<file path="src/rtl/rtccal_pkg.sv">
package rtccal_pkg;
	localparam logic [6:0]  SLAVE_ADDR      = 7'h51;
	localparam logic [3:0]  OFS_CS1         = 4'h0;
	localparam logic [3:0]  OFS_CS2         = 4'h1;
	localparam logic [3:0]  OFS_SEC         = 4'h2;
	localparam logic [3:0]  OFS_MIN         = 4'h3;
	localparam logic [3:0]  OFS_HOUR        = 4'h4;
	localparam logic [3:0]  OFS_DATE        = 4'h5;
	localparam logic [3:0]  OFS_WDAY        = 4'h6;
	localparam logic [3:0]  OFS_MON         = 4'h7;
	localparam logic [3:0]  OFS_YEAR        = 4'h8;
	localparam logic [3:0]  OFS_MIN_MATCH   = 4'h9;
	localparam logic [3:0]  OFS_HOUR_MATCH  = 4'hA;
	localparam logic [3:0]  OFS_DATE_MATCH  = 4'hB;
	localparam logic [3:0]  OFS_WDAY_MATCH  = 4'hC;
	localparam logic [3:0]  OFS_CLKOUT      = 4'hD;
	localparam logic [3:0]  OFS_CD_CTRL     = 4'hE;
	localparam logic [3:0]  OFS_CD_VALUE    = 4'hF;
	localparam int          CS1_FACTORY_BIT = 7;
	localparam int          CS1_FREEZE_BIT  = 5;
	localparam int          CS1_OVERRIDE_BIT = 3;
	localparam int          CS2_AF_BIT      = 3;
	localparam int          CS2_TF_BIT      = 2;
	localparam int          CS2_AIE_BIT     = 1;
	localparam int          CS2_TIE_BIT     = 0;
	localparam int          CENTURY_BIT     = 7;
	localparam int          MATCH_OFF_BIT   = 7;
	localparam int          CD_EN_BIT       = 7;
	localparam logic [7:0]  REG_RESET       = 8'h00;
	localparam logic [7:0]  FIRST_DAY       = 8'h01;
	localparam logic [7:0]  FIRST_MONTH     = 8'h01;
	localparam logic [7:0]  SEC_TOP         = 8'h59;
	localparam logic [7:0]  HOUR_TOP        = 8'h23;
	localparam logic [7:0]  WDAY_TOP        = 8'h06;
	localparam logic [7:0]  MON_TOP         = 8'h12;
	localparam logic [7:0]  YEAR_TOP        = 8'h99;
	localparam logic [7:0]  BCD_ZERO        = 8'h00;
	localparam logic [14:0] PRESCALE_TOP    = 15'h7FFF;

	typedef enum logic [1:0] {
		PH_ADDR = 2'h0,
		PH_PTR  = 2'h1,
		PH_DATA = 2'h2
	} rtccal_phase_e;

	typedef enum logic [4:0] {
		ST_IDLE = 5'h01,
		ST_RECV = 5'h02,
		ST_ACK  = 5'h04,
		ST_SEND = 5'h08,
		ST_MACK = 5'h10
	} rtccal_fsm_e;

	typedef struct packed {
		rtccal_fsm_e      fsm;
		rtccal_phase_e    phase;
		logic             rw;
		logic [3:0]       ptr;
		logic [7:0]       shift;
		logic [3:0]       bits;
		logic             busy;
		logic             pend;
		logic             tick_done;
		logic [14:0]      presc;
		logic             scl_meta;
		logic             scl_sync;
		logic             scl_prev;
		logic             sda_meta;
		logic             sda_sync;
		logic             sda_prev;
		logic             osc_meta;
		logic             osc_sync;
		logic             osc_prev;
		logic             sda_oe_n;
		logic             irq_n;
		logic [15:0][7:0] regs;
	} rtccal_state_s;

	function automatic logic [7:0] rtccal_bcd_step(input logic [7:0] v,
		input logic [7:0] top, input logic [7:0] bottom);
		if (v >= top)
			return bottom;
		else if (v[3:0] == 4'h9)
			return {v[7:4] + 4'h1, 4'h0};
		else
			return {v[7:4], v[3:0] + 4'h1};
	endfunction : rtccal_bcd_step

	function automatic logic [7:0] rtccal_last_day(input logic [7:0] mon,
		input logic [7:0] yr);
		logic leap;
		leap = yr[4] ? (yr[3:0] == 4'h2 || yr[3:0] == 4'h6)
			: (yr[3:0] == 4'h0 || yr[3:0] == 4'h4 || yr[3:0] == 4'h8);
		case (mon[4:0])
			5'h02:
				return leap ? 8'h29 : 8'h28;
			5'h04, 5'h06, 5'h09, 5'h11:
				return 8'h30;
			default:
				return 8'h31;
		endcase
	endfunction : rtccal_last_day

	function automatic logic [7:0] rtccal_field_mask(input logic [3:0] ofs);
		case (ofs)
			OFS_SEC, OFS_MIN:
				return 8'h7F;
			OFS_HOUR, OFS_DATE:
				return 8'h3F;
			OFS_WDAY:
				return 8'h07;
			OFS_MON:
				return 8'h9F;
			default:
				return 8'hFF;
		endcase
	endfunction : rtccal_field_mask

	function automatic logic rtccal_match_ok(input logic [7:0] m,
		input logic [7:0] cur);
		return m[MATCH_OFF_BIT] || (m[6:0] == cur[6:0]);
	endfunction : rtccal_match_ok
endpackage : rtccal_pkg

</file>
<file path="src/rtl/rtccal_core.sv">
module rtccal_core
	import rtccal_pkg::*;
(
	input  wire logic clock,
	input  wire logic sys_rst,
	input  wire logic osc_in,
	input  wire logic scl_in,
	input  wire logic sda_in,
	output logic      sda_out,
	output logic      sda_oe_n,
	output logic      irq_n
);
	rtccal_state_s st_reg;
	rtccal_state_s st_next;
	logic          wr_hit;
	logic          ld_byte;
	logic          tick_apply;
	logic          sec_tick;
	logic          run;
	logic          scl_rise;
	logic          scl_fall;
	logic          start_seen;
	logic          stop_seen;
	logic          alarm_set;
	logic          timer_set;
	logic [7:0]    wr_val;
	logic [7:0]    mon_step;

	// Open-drain: the pin only ever pulls low
	assign sda_out  = 1'b0;
	assign sda_oe_n = st_reg.sda_oe_n;
	assign irq_n    = st_reg.irq_n;

	always_comb
	begin
		st_next    = st_reg;
		wr_hit     = 1'b0;
		ld_byte    = 1'b0;
		sec_tick   = 1'b0;
		alarm_set  = 1'b0;
		timer_set  = 1'b0;
		wr_val     = REG_RESET;
		mon_step   = rtccal_bcd_step({3'b000,
			st_reg.regs[OFS_MON][4:0]}, MON_TOP, FIRST_MONTH);
		st_next.scl_meta = scl_in;
		st_next.scl_sync = st_reg.scl_meta;
		st_next.scl_prev = st_reg.scl_sync;
		st_next.sda_meta = sda_in;
		st_next.sda_sync = st_reg.sda_meta;
		st_next.sda_prev = st_reg.sda_sync;
		st_next.osc_meta = osc_in;
		st_next.osc_sync = st_reg.osc_meta;
		st_next.osc_prev = st_reg.osc_sync;
		scl_rise   = st_reg.scl_sync && !st_reg.scl_prev;
		scl_fall   = !st_reg.scl_sync && st_reg.scl_prev;
		start_seen = st_reg.scl_sync && st_reg.scl_prev
			&& st_reg.sda_prev && !st_reg.sda_sync;
		stop_seen  = st_reg.scl_sync && st_reg.scl_prev
			&& !st_reg.sda_prev && st_reg.sda_sync;

		run = !st_reg.regs[OFS_CS1][CS1_FACTORY_BIT]
			&& !st_reg.regs[OFS_CS1][CS1_FREEZE_BIT]
			&& !st_reg.regs[OFS_CS1][CS1_OVERRIDE_BIT];
		// Prescaler restarts from zero so the first second after a halt is full
		if (!run)
			st_next.presc = '0;
		else if (st_reg.osc_sync && !st_reg.osc_prev)
		begin
			if (st_reg.presc == PRESCALE_TOP)
			begin
				st_next.presc = '0;
				sec_tick = 1'b1;
			end
			else
				st_next.presc = st_reg.presc + 15'h0001;
		end
		// A second that falls inside a transfer waits for its end
		tick_apply = run && (st_reg.pend || sec_tick) && !st_reg.busy;
		st_next.pend = run && (st_reg.pend || sec_tick) && st_reg.busy;
		st_next.tick_done = tick_apply;

		if (tick_apply)
		begin
			st_next.regs[OFS_SEC] = rtccal_bcd_step(st_reg.regs[OFS_SEC],
				SEC_TOP, BCD_ZERO);
			if (st_reg.regs[OFS_SEC] >= SEC_TOP)
			begin
				st_next.regs[OFS_MIN] = rtccal_bcd_step(st_reg.regs[OFS_MIN],
					SEC_TOP, BCD_ZERO);
				if (st_reg.regs[OFS_MIN] >= SEC_TOP)
				begin
					st_next.regs[OFS_HOUR] = rtccal_bcd_step(
						st_reg.regs[OFS_HOUR], HOUR_TOP, BCD_ZERO);
					if (st_reg.regs[OFS_HOUR] >= HOUR_TOP)
					begin
						st_next.regs[OFS_WDAY] = rtccal_bcd_step(
							st_reg.regs[OFS_WDAY], WDAY_TOP, BCD_ZERO);
						st_next.regs[OFS_DATE] = rtccal_bcd_step(
							st_reg.regs[OFS_DATE],
							rtccal_last_day(st_reg.regs[OFS_MON],
							st_reg.regs[OFS_YEAR]), FIRST_DAY);
						if (st_reg.regs[OFS_DATE] >= rtccal_last_day(
							st_reg.regs[OFS_MON], st_reg.regs[OFS_YEAR]))
						begin
							st_next.regs[OFS_MON][4:0] =
								mon_step[4:0];
							if (st_reg.regs[OFS_MON][4:0] >= MON_TOP[4:0])
							begin
								st_next.regs[OFS_YEAR] = rtccal_bcd_step(
									st_reg.regs[OFS_YEAR], YEAR_TOP,
									BCD_ZERO);
								if (st_reg.regs[OFS_YEAR] >= YEAR_TOP)
									st_next.regs[OFS_MON][CENTURY_BIT] =
										!st_reg.regs[OFS_MON][CENTURY_BIT];
							end
						end
					end
				end
			end
			if (st_reg.regs[OFS_CD_CTRL][CD_EN_BIT]
				&& st_reg.regs[OFS_CD_VALUE] != BCD_ZERO)
			begin
				st_next.regs[OFS_CD_VALUE] =
					st_reg.regs[OFS_CD_VALUE] - 8'h01;
				timer_set = (st_reg.regs[OFS_CD_VALUE] == 8'h01);
			end
		end

		// Alarm is judged once per new minute, a cycle after the tick lands
		alarm_set = st_reg.tick_done && st_reg.regs[OFS_SEC] == BCD_ZERO
			&& !(st_reg.regs[OFS_MIN_MATCH][MATCH_OFF_BIT]
			&& st_reg.regs[OFS_HOUR_MATCH][MATCH_OFF_BIT]
			&& st_reg.regs[OFS_DATE_MATCH][MATCH_OFF_BIT]
			&& st_reg.regs[OFS_WDAY_MATCH][MATCH_OFF_BIT])
			&& rtccal_match_ok(st_reg.regs[OFS_MIN_MATCH],
				st_reg.regs[OFS_MIN])
			&& rtccal_match_ok(st_reg.regs[OFS_HOUR_MATCH],
				st_reg.regs[OFS_HOUR])
			&& rtccal_match_ok(st_reg.regs[OFS_DATE_MATCH],
				st_reg.regs[OFS_DATE])
			&& rtccal_match_ok(st_reg.regs[OFS_WDAY_MATCH],
				st_reg.regs[OFS_WDAY]);

		if (start_seen)
		begin
			st_next.busy     = 1'b1;
			st_next.fsm      = ST_RECV;
			st_next.phase    = PH_ADDR;
			st_next.bits     = 4'h0;
			st_next.sda_oe_n = 1'b1;
		end
		else if (stop_seen)
		begin
			st_next.busy     = 1'b0;
			st_next.fsm      = ST_IDLE;
			st_next.sda_oe_n = 1'b1;
		end
		else
		begin
			unique case (st_reg.fsm)
				ST_IDLE:
					st_next.sda_oe_n = 1'b1;
				ST_RECV:
				begin
					if (scl_rise && st_reg.bits != 4'h8)
					begin
						st_next.shift = {st_reg.shift[6:0], st_reg.sda_sync};
						st_next.bits  = st_reg.bits + 4'h1;
					end
					else if (scl_fall && st_reg.bits == 4'h8)
					begin
						st_next.bits     = 4'h0;
						st_next.fsm      = ST_ACK;
						st_next.sda_oe_n = 1'b0;
						if (st_reg.phase == PH_ADDR)
						begin
							st_next.rw = st_reg.shift[0];
							if (st_reg.shift[7:1] != SLAVE_ADDR)
							begin
								st_next.fsm      = ST_IDLE;
								st_next.sda_oe_n = 1'b1;
							end
						end
						else if (st_reg.phase == PH_PTR)
							st_next.ptr = st_reg.shift[3:0];
						else
						begin
							wr_hit = 1'b1;
							wr_val = st_reg.shift & rtccal_field_mask(st_reg.ptr);
							// Flags only clear on a written zero
							if (st_reg.ptr == OFS_CS2)
							begin
								wr_val[CS2_AF_BIT] = wr_val[CS2_AF_BIT]
									&& st_reg.regs[OFS_CS2][CS2_AF_BIT];
								wr_val[CS2_TF_BIT] = wr_val[CS2_TF_BIT]
									&& st_reg.regs[OFS_CS2][CS2_TF_BIT];
							end
							st_next.regs[st_reg.ptr] = wr_val;
							st_next.ptr = st_reg.ptr + 4'h1;
						end
					end
				end
				ST_ACK:
				begin
					if (scl_fall)
					begin
						st_next.sda_oe_n = 1'b1;
						st_next.fsm      = ST_RECV;
						if (st_reg.phase == PH_ADDR && st_reg.rw)
						begin
							ld_byte          = 1'b1;
							st_next.fsm      = ST_SEND;
							st_next.shift    = st_reg.regs[st_reg.ptr];
							st_next.sda_oe_n = st_reg.regs[st_reg.ptr][7];
							st_next.ptr      = st_reg.ptr + 4'h1;
						end
						else if (st_reg.phase == PH_ADDR)
							st_next.phase = PH_PTR;
						else
							st_next.phase = PH_DATA;
					end
				end
				ST_SEND:
				begin
					if (scl_fall)
					begin
						st_next.bits = st_reg.bits + 4'h1;
						if (st_reg.bits == 4'h7)
						begin
							st_next.fsm      = ST_MACK;
							st_next.sda_oe_n = 1'b1;
						end
						else
						begin
							st_next.shift    = {st_reg.shift[6:0], 1'b0};
							st_next.sda_oe_n = st_reg.shift[6];
						end
					end
				end
				ST_MACK:
				begin
					// A not-acknowledge ends the burst; the stop follows
					if (scl_rise && st_reg.sda_sync)
						st_next.fsm = ST_IDLE;
					else if (scl_fall)
					begin
						ld_byte          = 1'b1;
						st_next.bits     = 4'h0;
						st_next.fsm      = ST_SEND;
						st_next.shift    = st_reg.regs[st_reg.ptr];
						st_next.sda_oe_n = st_reg.regs[st_reg.ptr][7];
						st_next.ptr      = st_reg.ptr + 4'h1;
					end
				end
				default:
				begin
					st_next.fsm      = ST_IDLE;
					st_next.sda_oe_n = 1'b1;
				end
			endcase
		end

		// Hardware set wins over a host clear in the same cycle
		if (alarm_set)
			st_next.regs[OFS_CS2][CS2_AF_BIT] = 1'b1;
		if (timer_set)
			st_next.regs[OFS_CS2][CS2_TF_BIT] = 1'b1;
		st_next.irq_n = !((st_next.regs[OFS_CS2][CS2_AF_BIT]
			&& st_next.regs[OFS_CS2][CS2_AIE_BIT])
			|| (st_next.regs[OFS_CS2][CS2_TF_BIT]
			&& st_next.regs[OFS_CS2][CS2_TIE_BIT]));
	end

	always_ff @(posedge clock or posedge sys_rst)
	begin
		if (sys_rst)
		begin
			st_reg                 <= '0;
			st_reg.fsm             <= ST_IDLE;
			st_reg.phase           <= PH_ADDR;
			st_reg.sda_oe_n        <= 1'b1;
			st_reg.irq_n           <= 1'b1;
			st_reg.regs[OFS_DATE]  <= FIRST_DAY;
			st_reg.regs[OFS_MON]   <= FIRST_MONTH;
		end
		else
			st_reg <= st_next;
	end
endmodule : rtccal_core

</file>
<file path="config.mk">
export PLATFORM = sky130hd
export DESIGN_NAME = rtccal_core
export DESIGN_NICKNAME = d
export VERILOG_FILES = /design/src/rtl/rtccal_pkg.sv /design/src/rtl/rtccal_core.sv
export SDC_FILE = /design/constraint.sdc
export NUM_CORES = 1
export LEC_CHECK = 0
export BUFFER_PORTS_ARGS = -buffer_cell sky130_fd_sc_hd__buf_2
export CAP_MARGIN = 20
export CORE_ASPECT_RATIO = 1.4
export CORE_MARGIN = 4
export CORE_UTILIZATION = 69
export CTS_CLUSTER_SIZE = 12
export DETAILED_ROUTE_END_ITERATION = 12
export HOLD_SLACK_MARGIN = 0.03
export PLACE_DENSITY = 0.93
export SYNTH_ARGS = -nofsm -noshare
export SYNTH_HDL_FRONTEND = slang
export SYNTH_SLANG_ARGS = --single-unit
</file>
<file path="constraint.sdc">
create_clock -name clock -period 13.6 [get_ports clock]
set_input_delay 0.68 -clock clock [delete_from_list [all_inputs] [get_ports clock]]
set_output_delay 0.68 -clock clock [all_outputs]
set_load 0.02 [all_outputs]
</file>
After elaboration in Yosys (flattened, before gate mapping)
Index checks and enable logic that the tools add are counted.

operators by class
  order comparisons = 10
  eq/ne operators = 65
  mux-type cells = 123
  bitwise operators = 6
  add/subtract/negate cells = 18
  reduce and logical (&&, ||, !) cells = 74

operator list
  kind                                                                    number
  128-bit 2-to-1 mux                                                      7
  8-bit 2-to-1 mux                                                        29
  128-bit bitwise mux                                                     1
  5-bit 2-to-1 mux                                                        14
  8-bit one-hot mux with 4 select lines                                   2
  4-bit by 1-bit adder with 4-bit output (second input constant)          15
  9-bit 2-to-1 mux                                                        6
  15-bit 2-to-1 mux                                                       3
  45-bit 2-to-1 mux                                                       1
  37-bit 2-to-1 mux                                                       1
  4-bit equality test (second input constant)                             9
  12-bit 2-to-1 mux                                                       3
  4-bit inequality test (second input constant)                           9
  8-bit binary-select mux with 4-bit select                               1
  8-bit demux with 4-bit select                                           1
  1-bit logical AND                                                       32
  16-bit 2-to-1 mux                                                       2
  29-bit 2-to-1 mux                                                       1
  4-bit by 3-bit equality test with 1-bit output (second input constant)  7
  7-bit equality test                                                     4
  1-bit 2-to-1 mux                                                        25
  5-bit one-hot mux with 5 select lines                                   1
  2-bit inequality test (second input constant)                           12
  4-bit one-hot mux with 3 select lines                                   2
  other kinds (50)                                                        108

storage, ports and cells
  register bits = 181
  output and inout port bits = 3
  logic and storage cells = 335

Longest topological paths before layout
  depth after elaboration = 32
  depth in mapped cells = 15
  depth with buffers taken out = 13

Worst setup path before layout
Ideal clock, no wire load.

  path kind = reg-to-reg
  from = register st_reg[65] (netlist bit)
  to = register st_reg[41] (netlist bit)
  library setup time = 0.087 ns
  arrival time = 3.069 ns
  setup slack = 10.444 ns
  stages on the path, launching flop included = 15
  path buffers = 1
  required time = 13.513 ns
  period minus slack after synthesis = 3.156 ns
  cells stage by stage = dfrtp_1 clkbuf_1 a211oi_1 a31oi_1 o21a_1 o21ai_0 nor2_1 a31oi_1 ha_1 or4b_2 a21oi_1 o21a_1 nand3_1 or3_1 o211ai_1

RTL lines
  what                    RTL line            text
  start, declared         rtccal_core.sv:13   rtccal_state_s st_reg;
  start signal, assigned  rtccal_core.sv:287  st_reg <= st_next;

==> results.cfg <==
[detailed_routing]
post-route-drc-count = 0
ant_nets = 0
via_per_inst = 7.47
wl_met1_um = 10900
routed_wl_um = 32400
vias = 9655
dr.pass1.iters = 8
wl_met2_um = 15300
drtIter0Drc = 1724
highest_layer = met4
wl_per_cell_um = 25.1
route.met3.wl_um = 3430

[power]
power_density_nw_per_um2 = 106
finalPower_mw = 1.22
p_leak_nw = 4.92
ir_drop_v = 0.000108

[global_routing]
gr-total-overflow = 0
antenna_found_initial = 0
grt_pass1_wl_um = 51600
grt_max_degree = 85
grt_pass1_vias = 9302
grt.total_usage_pct = 37.9

[final_layout]
drive_above_1_share_pct = 10.3
area.growth.synth_to_final_pct = 6.36
diodes = 0
nets = 1123
n_fill_cell = 919
utilization_pct = 75.6

[sta]
max_freq_mhz = 265
slew_headroom_pct = 21.0
min_period_over_period_pct = 27.7
fin_tns_setup_ns = 0
tightest_slew_ns = 1.18
period_minus_slack_ns = 3.77
worst_slack_ns = 9.83
drv_slew = 0
fin_worst_skew_ns = 0.0107
final_hold_viol_count = 0
rsz0062_at_grt = no
setup_viol = 0
holdWs_ns = 0.341

[worst_setup_path]
path_cells = a211oi_1, a31oi_1, o21a_1, o21ai_0, nor2_1, a31oi_1, ha_1, or4b_2, a21oi_1, o21a_1, or4b_1, nor3b_1, o31ai_1
arrival_ns = 4.10
crit_path_max_fanout = 10
r2r_cells = 13
crit_slowest_cell = or4b_2
r2r-start = st_reg[68]
crit_required_ns = 13.93
crit_path_max_incr_delay_ns = 0.66
path_class = reg2reg
r2r_end = st_reg[70]
worst-r2r-setup-slack_ns = 9.83
cp-end-kind = flip-flop
start_kind = flip-flop

[worst_hold_path]
min-delay-start = sda_in
min_path_type = in2reg
min_to = st_next[134]
hold-path-cell-count = 1

[floorplanning]
rows = 53
boundaryPins = 8
die_y_um = 156
initial_core_util_pct = 71.1
die-area_um2 = 17700
coreArea_um2 = 15200
die_w_um = 114

[synthesis]
yosysSeqAreaShare_pct = 42.0
synth-seq-cells = 181
synth-edff-count = 0
yosys-top-cells-area = dfrtp_1 (41%), mux4_2 (8.3%), nand2_1 (5.1%), o21ai_0 (4.8%), ha_1 (3.5%)
synthCells = 1127
yosysTopAreaCellShare_pct = 40.8
synth.yosys.warnings = 0
ys_types = 76
avgSynthCellArea_um2 = 9.58
synth_top_cell_by_area = dfrtp_1
async_reset_ff_share_pct = 100
synth-main-ff-cell = dfrtp_1
syn-num-nets = 1162
synth_area_um2 = 10800

[clocking]
cts_setup_buffers = 0
cts_sinks = 181
insertion_delay_ns = 0.44
cts_htree_levels = 4
clkTransAtPathRegs_ns = 0.07
clockBufferDepth = 2
cts_resized = 0
holdBufCountCts = 0
cts_made_buffers = 17
cts_tree = built
cts-root-buf = clkbuf_16

[status]
status = finished clean

[placement]
dp_slack_ns = 10.11
io_buffer_count = 6
gp_congestion = 0.997
hpwl_um = 21200

[run]
cap_violations = 0
-- logic make-up after synthesis --
logic type | share of synthesized area, %
AOI/OAI and AO/OA | 15.3
xor gates and xnor gates | 4.79
adders and majority gates | 3.48
buffers and inverters | 4.01
DFF | 42.0
muxes | 10.9
other | 0.0347
and+or+nand+nor | 19.5
-- metal layers --
| metal | GRT usage, % | vias up |
|---|---|---|
| met4 | 24.9 | 0 |
| met2 | 60.7 | 790 |
| li1 | - | 4022 |
| met1 | 45.1 | 4586 |
| met3 | 10.1 | 257 |
| met5 | 0 | - |
-- metrics by stage --
| stage | instance area (µm²) | cells |
|---|---|---|
| floorplan | 10800 | 1127 |
| global placement | 10800 | 1261 |
| detailed placement | 10800 | 1261 |
| CTS | 11500 | 1292 |
| global route | 11500 | 1292 |
| finish | 11500 | 1292 |
-- Yosys cell counts, types with 6 or more instances --
cell,n
a41oi_1,6
a21o_1,6
a31oi_1,16
mux2i_1,20
xnor2_1,31
a21oi_1,43
o22ai_1,11
o211ai_1,9
xor2_1,28
nand3_1,47
mux4_2,40
o21ai_0,103
o21a_1,7
nor4_1,15
mux2_2,7
or3_1,7
clkbuf_1,49
inv_1,37
nor3b_1,7
nand4_1,16
o21ai_1,6
o311ai_0,6
nand3b_1,8
buf_2,16
nand2_1,147
and2_1,6
nor2b_1,11
dfrtp_1,176
ha_1,30
nor3_1,16
nor2_1,81
and3_1,12
a211oi_1,6
nand2b_1,16
-- how the worst max path moves through the flow --
stage	depth (start not counted)	start	end
finish	13	st_reg[68]	st_reg[70]
global route	13	st_reg[68]	st_reg[70]
global placement	13	st_reg[68]	st_reg[71]
floorplan	1	sys_rst	async pin
detailed placement	13	st_reg[68]	st_reg[41]
CTS	13	st_reg[68]	st_reg[70]
-- layout by cell type, fill, tap and decap left out, drive strengths merged, types with 28 or more instances in the layout --
cell and n:
dfrtp 176, nand2 147, o21ai 109, nor2 81, nand3 47, a21oi 44, mux4 40, inv 39
xnor2 31, ha 30, xor2 28
-- worst max-delay path, delay by kind of cell, from the launching register on --
kind	cells	cell delay, ns
simple gates	4	1.23
flops	1	0.48
compound gates	8	1.68
fa+ha+maj	1	0.25
-- cell type report --
class	count	area [µm²]	share of cell area (%)
sequential	181	4540	39.5
tap	192	240	2.09
multi-input combinational	838	5830	50.8
clock inverter	11	196	1.71
timing repair buffer	13	82.6	0.719
inverter	37	144	1.25
clock buffer	20	447	3.89
-- power breakdown --
group	internal, mW	switching (mW)
Sequential	0.554	0.0317
Clock	0.331	0.217
Combinational	0.0268	0.0588
(Power assumes the default switching activity.)
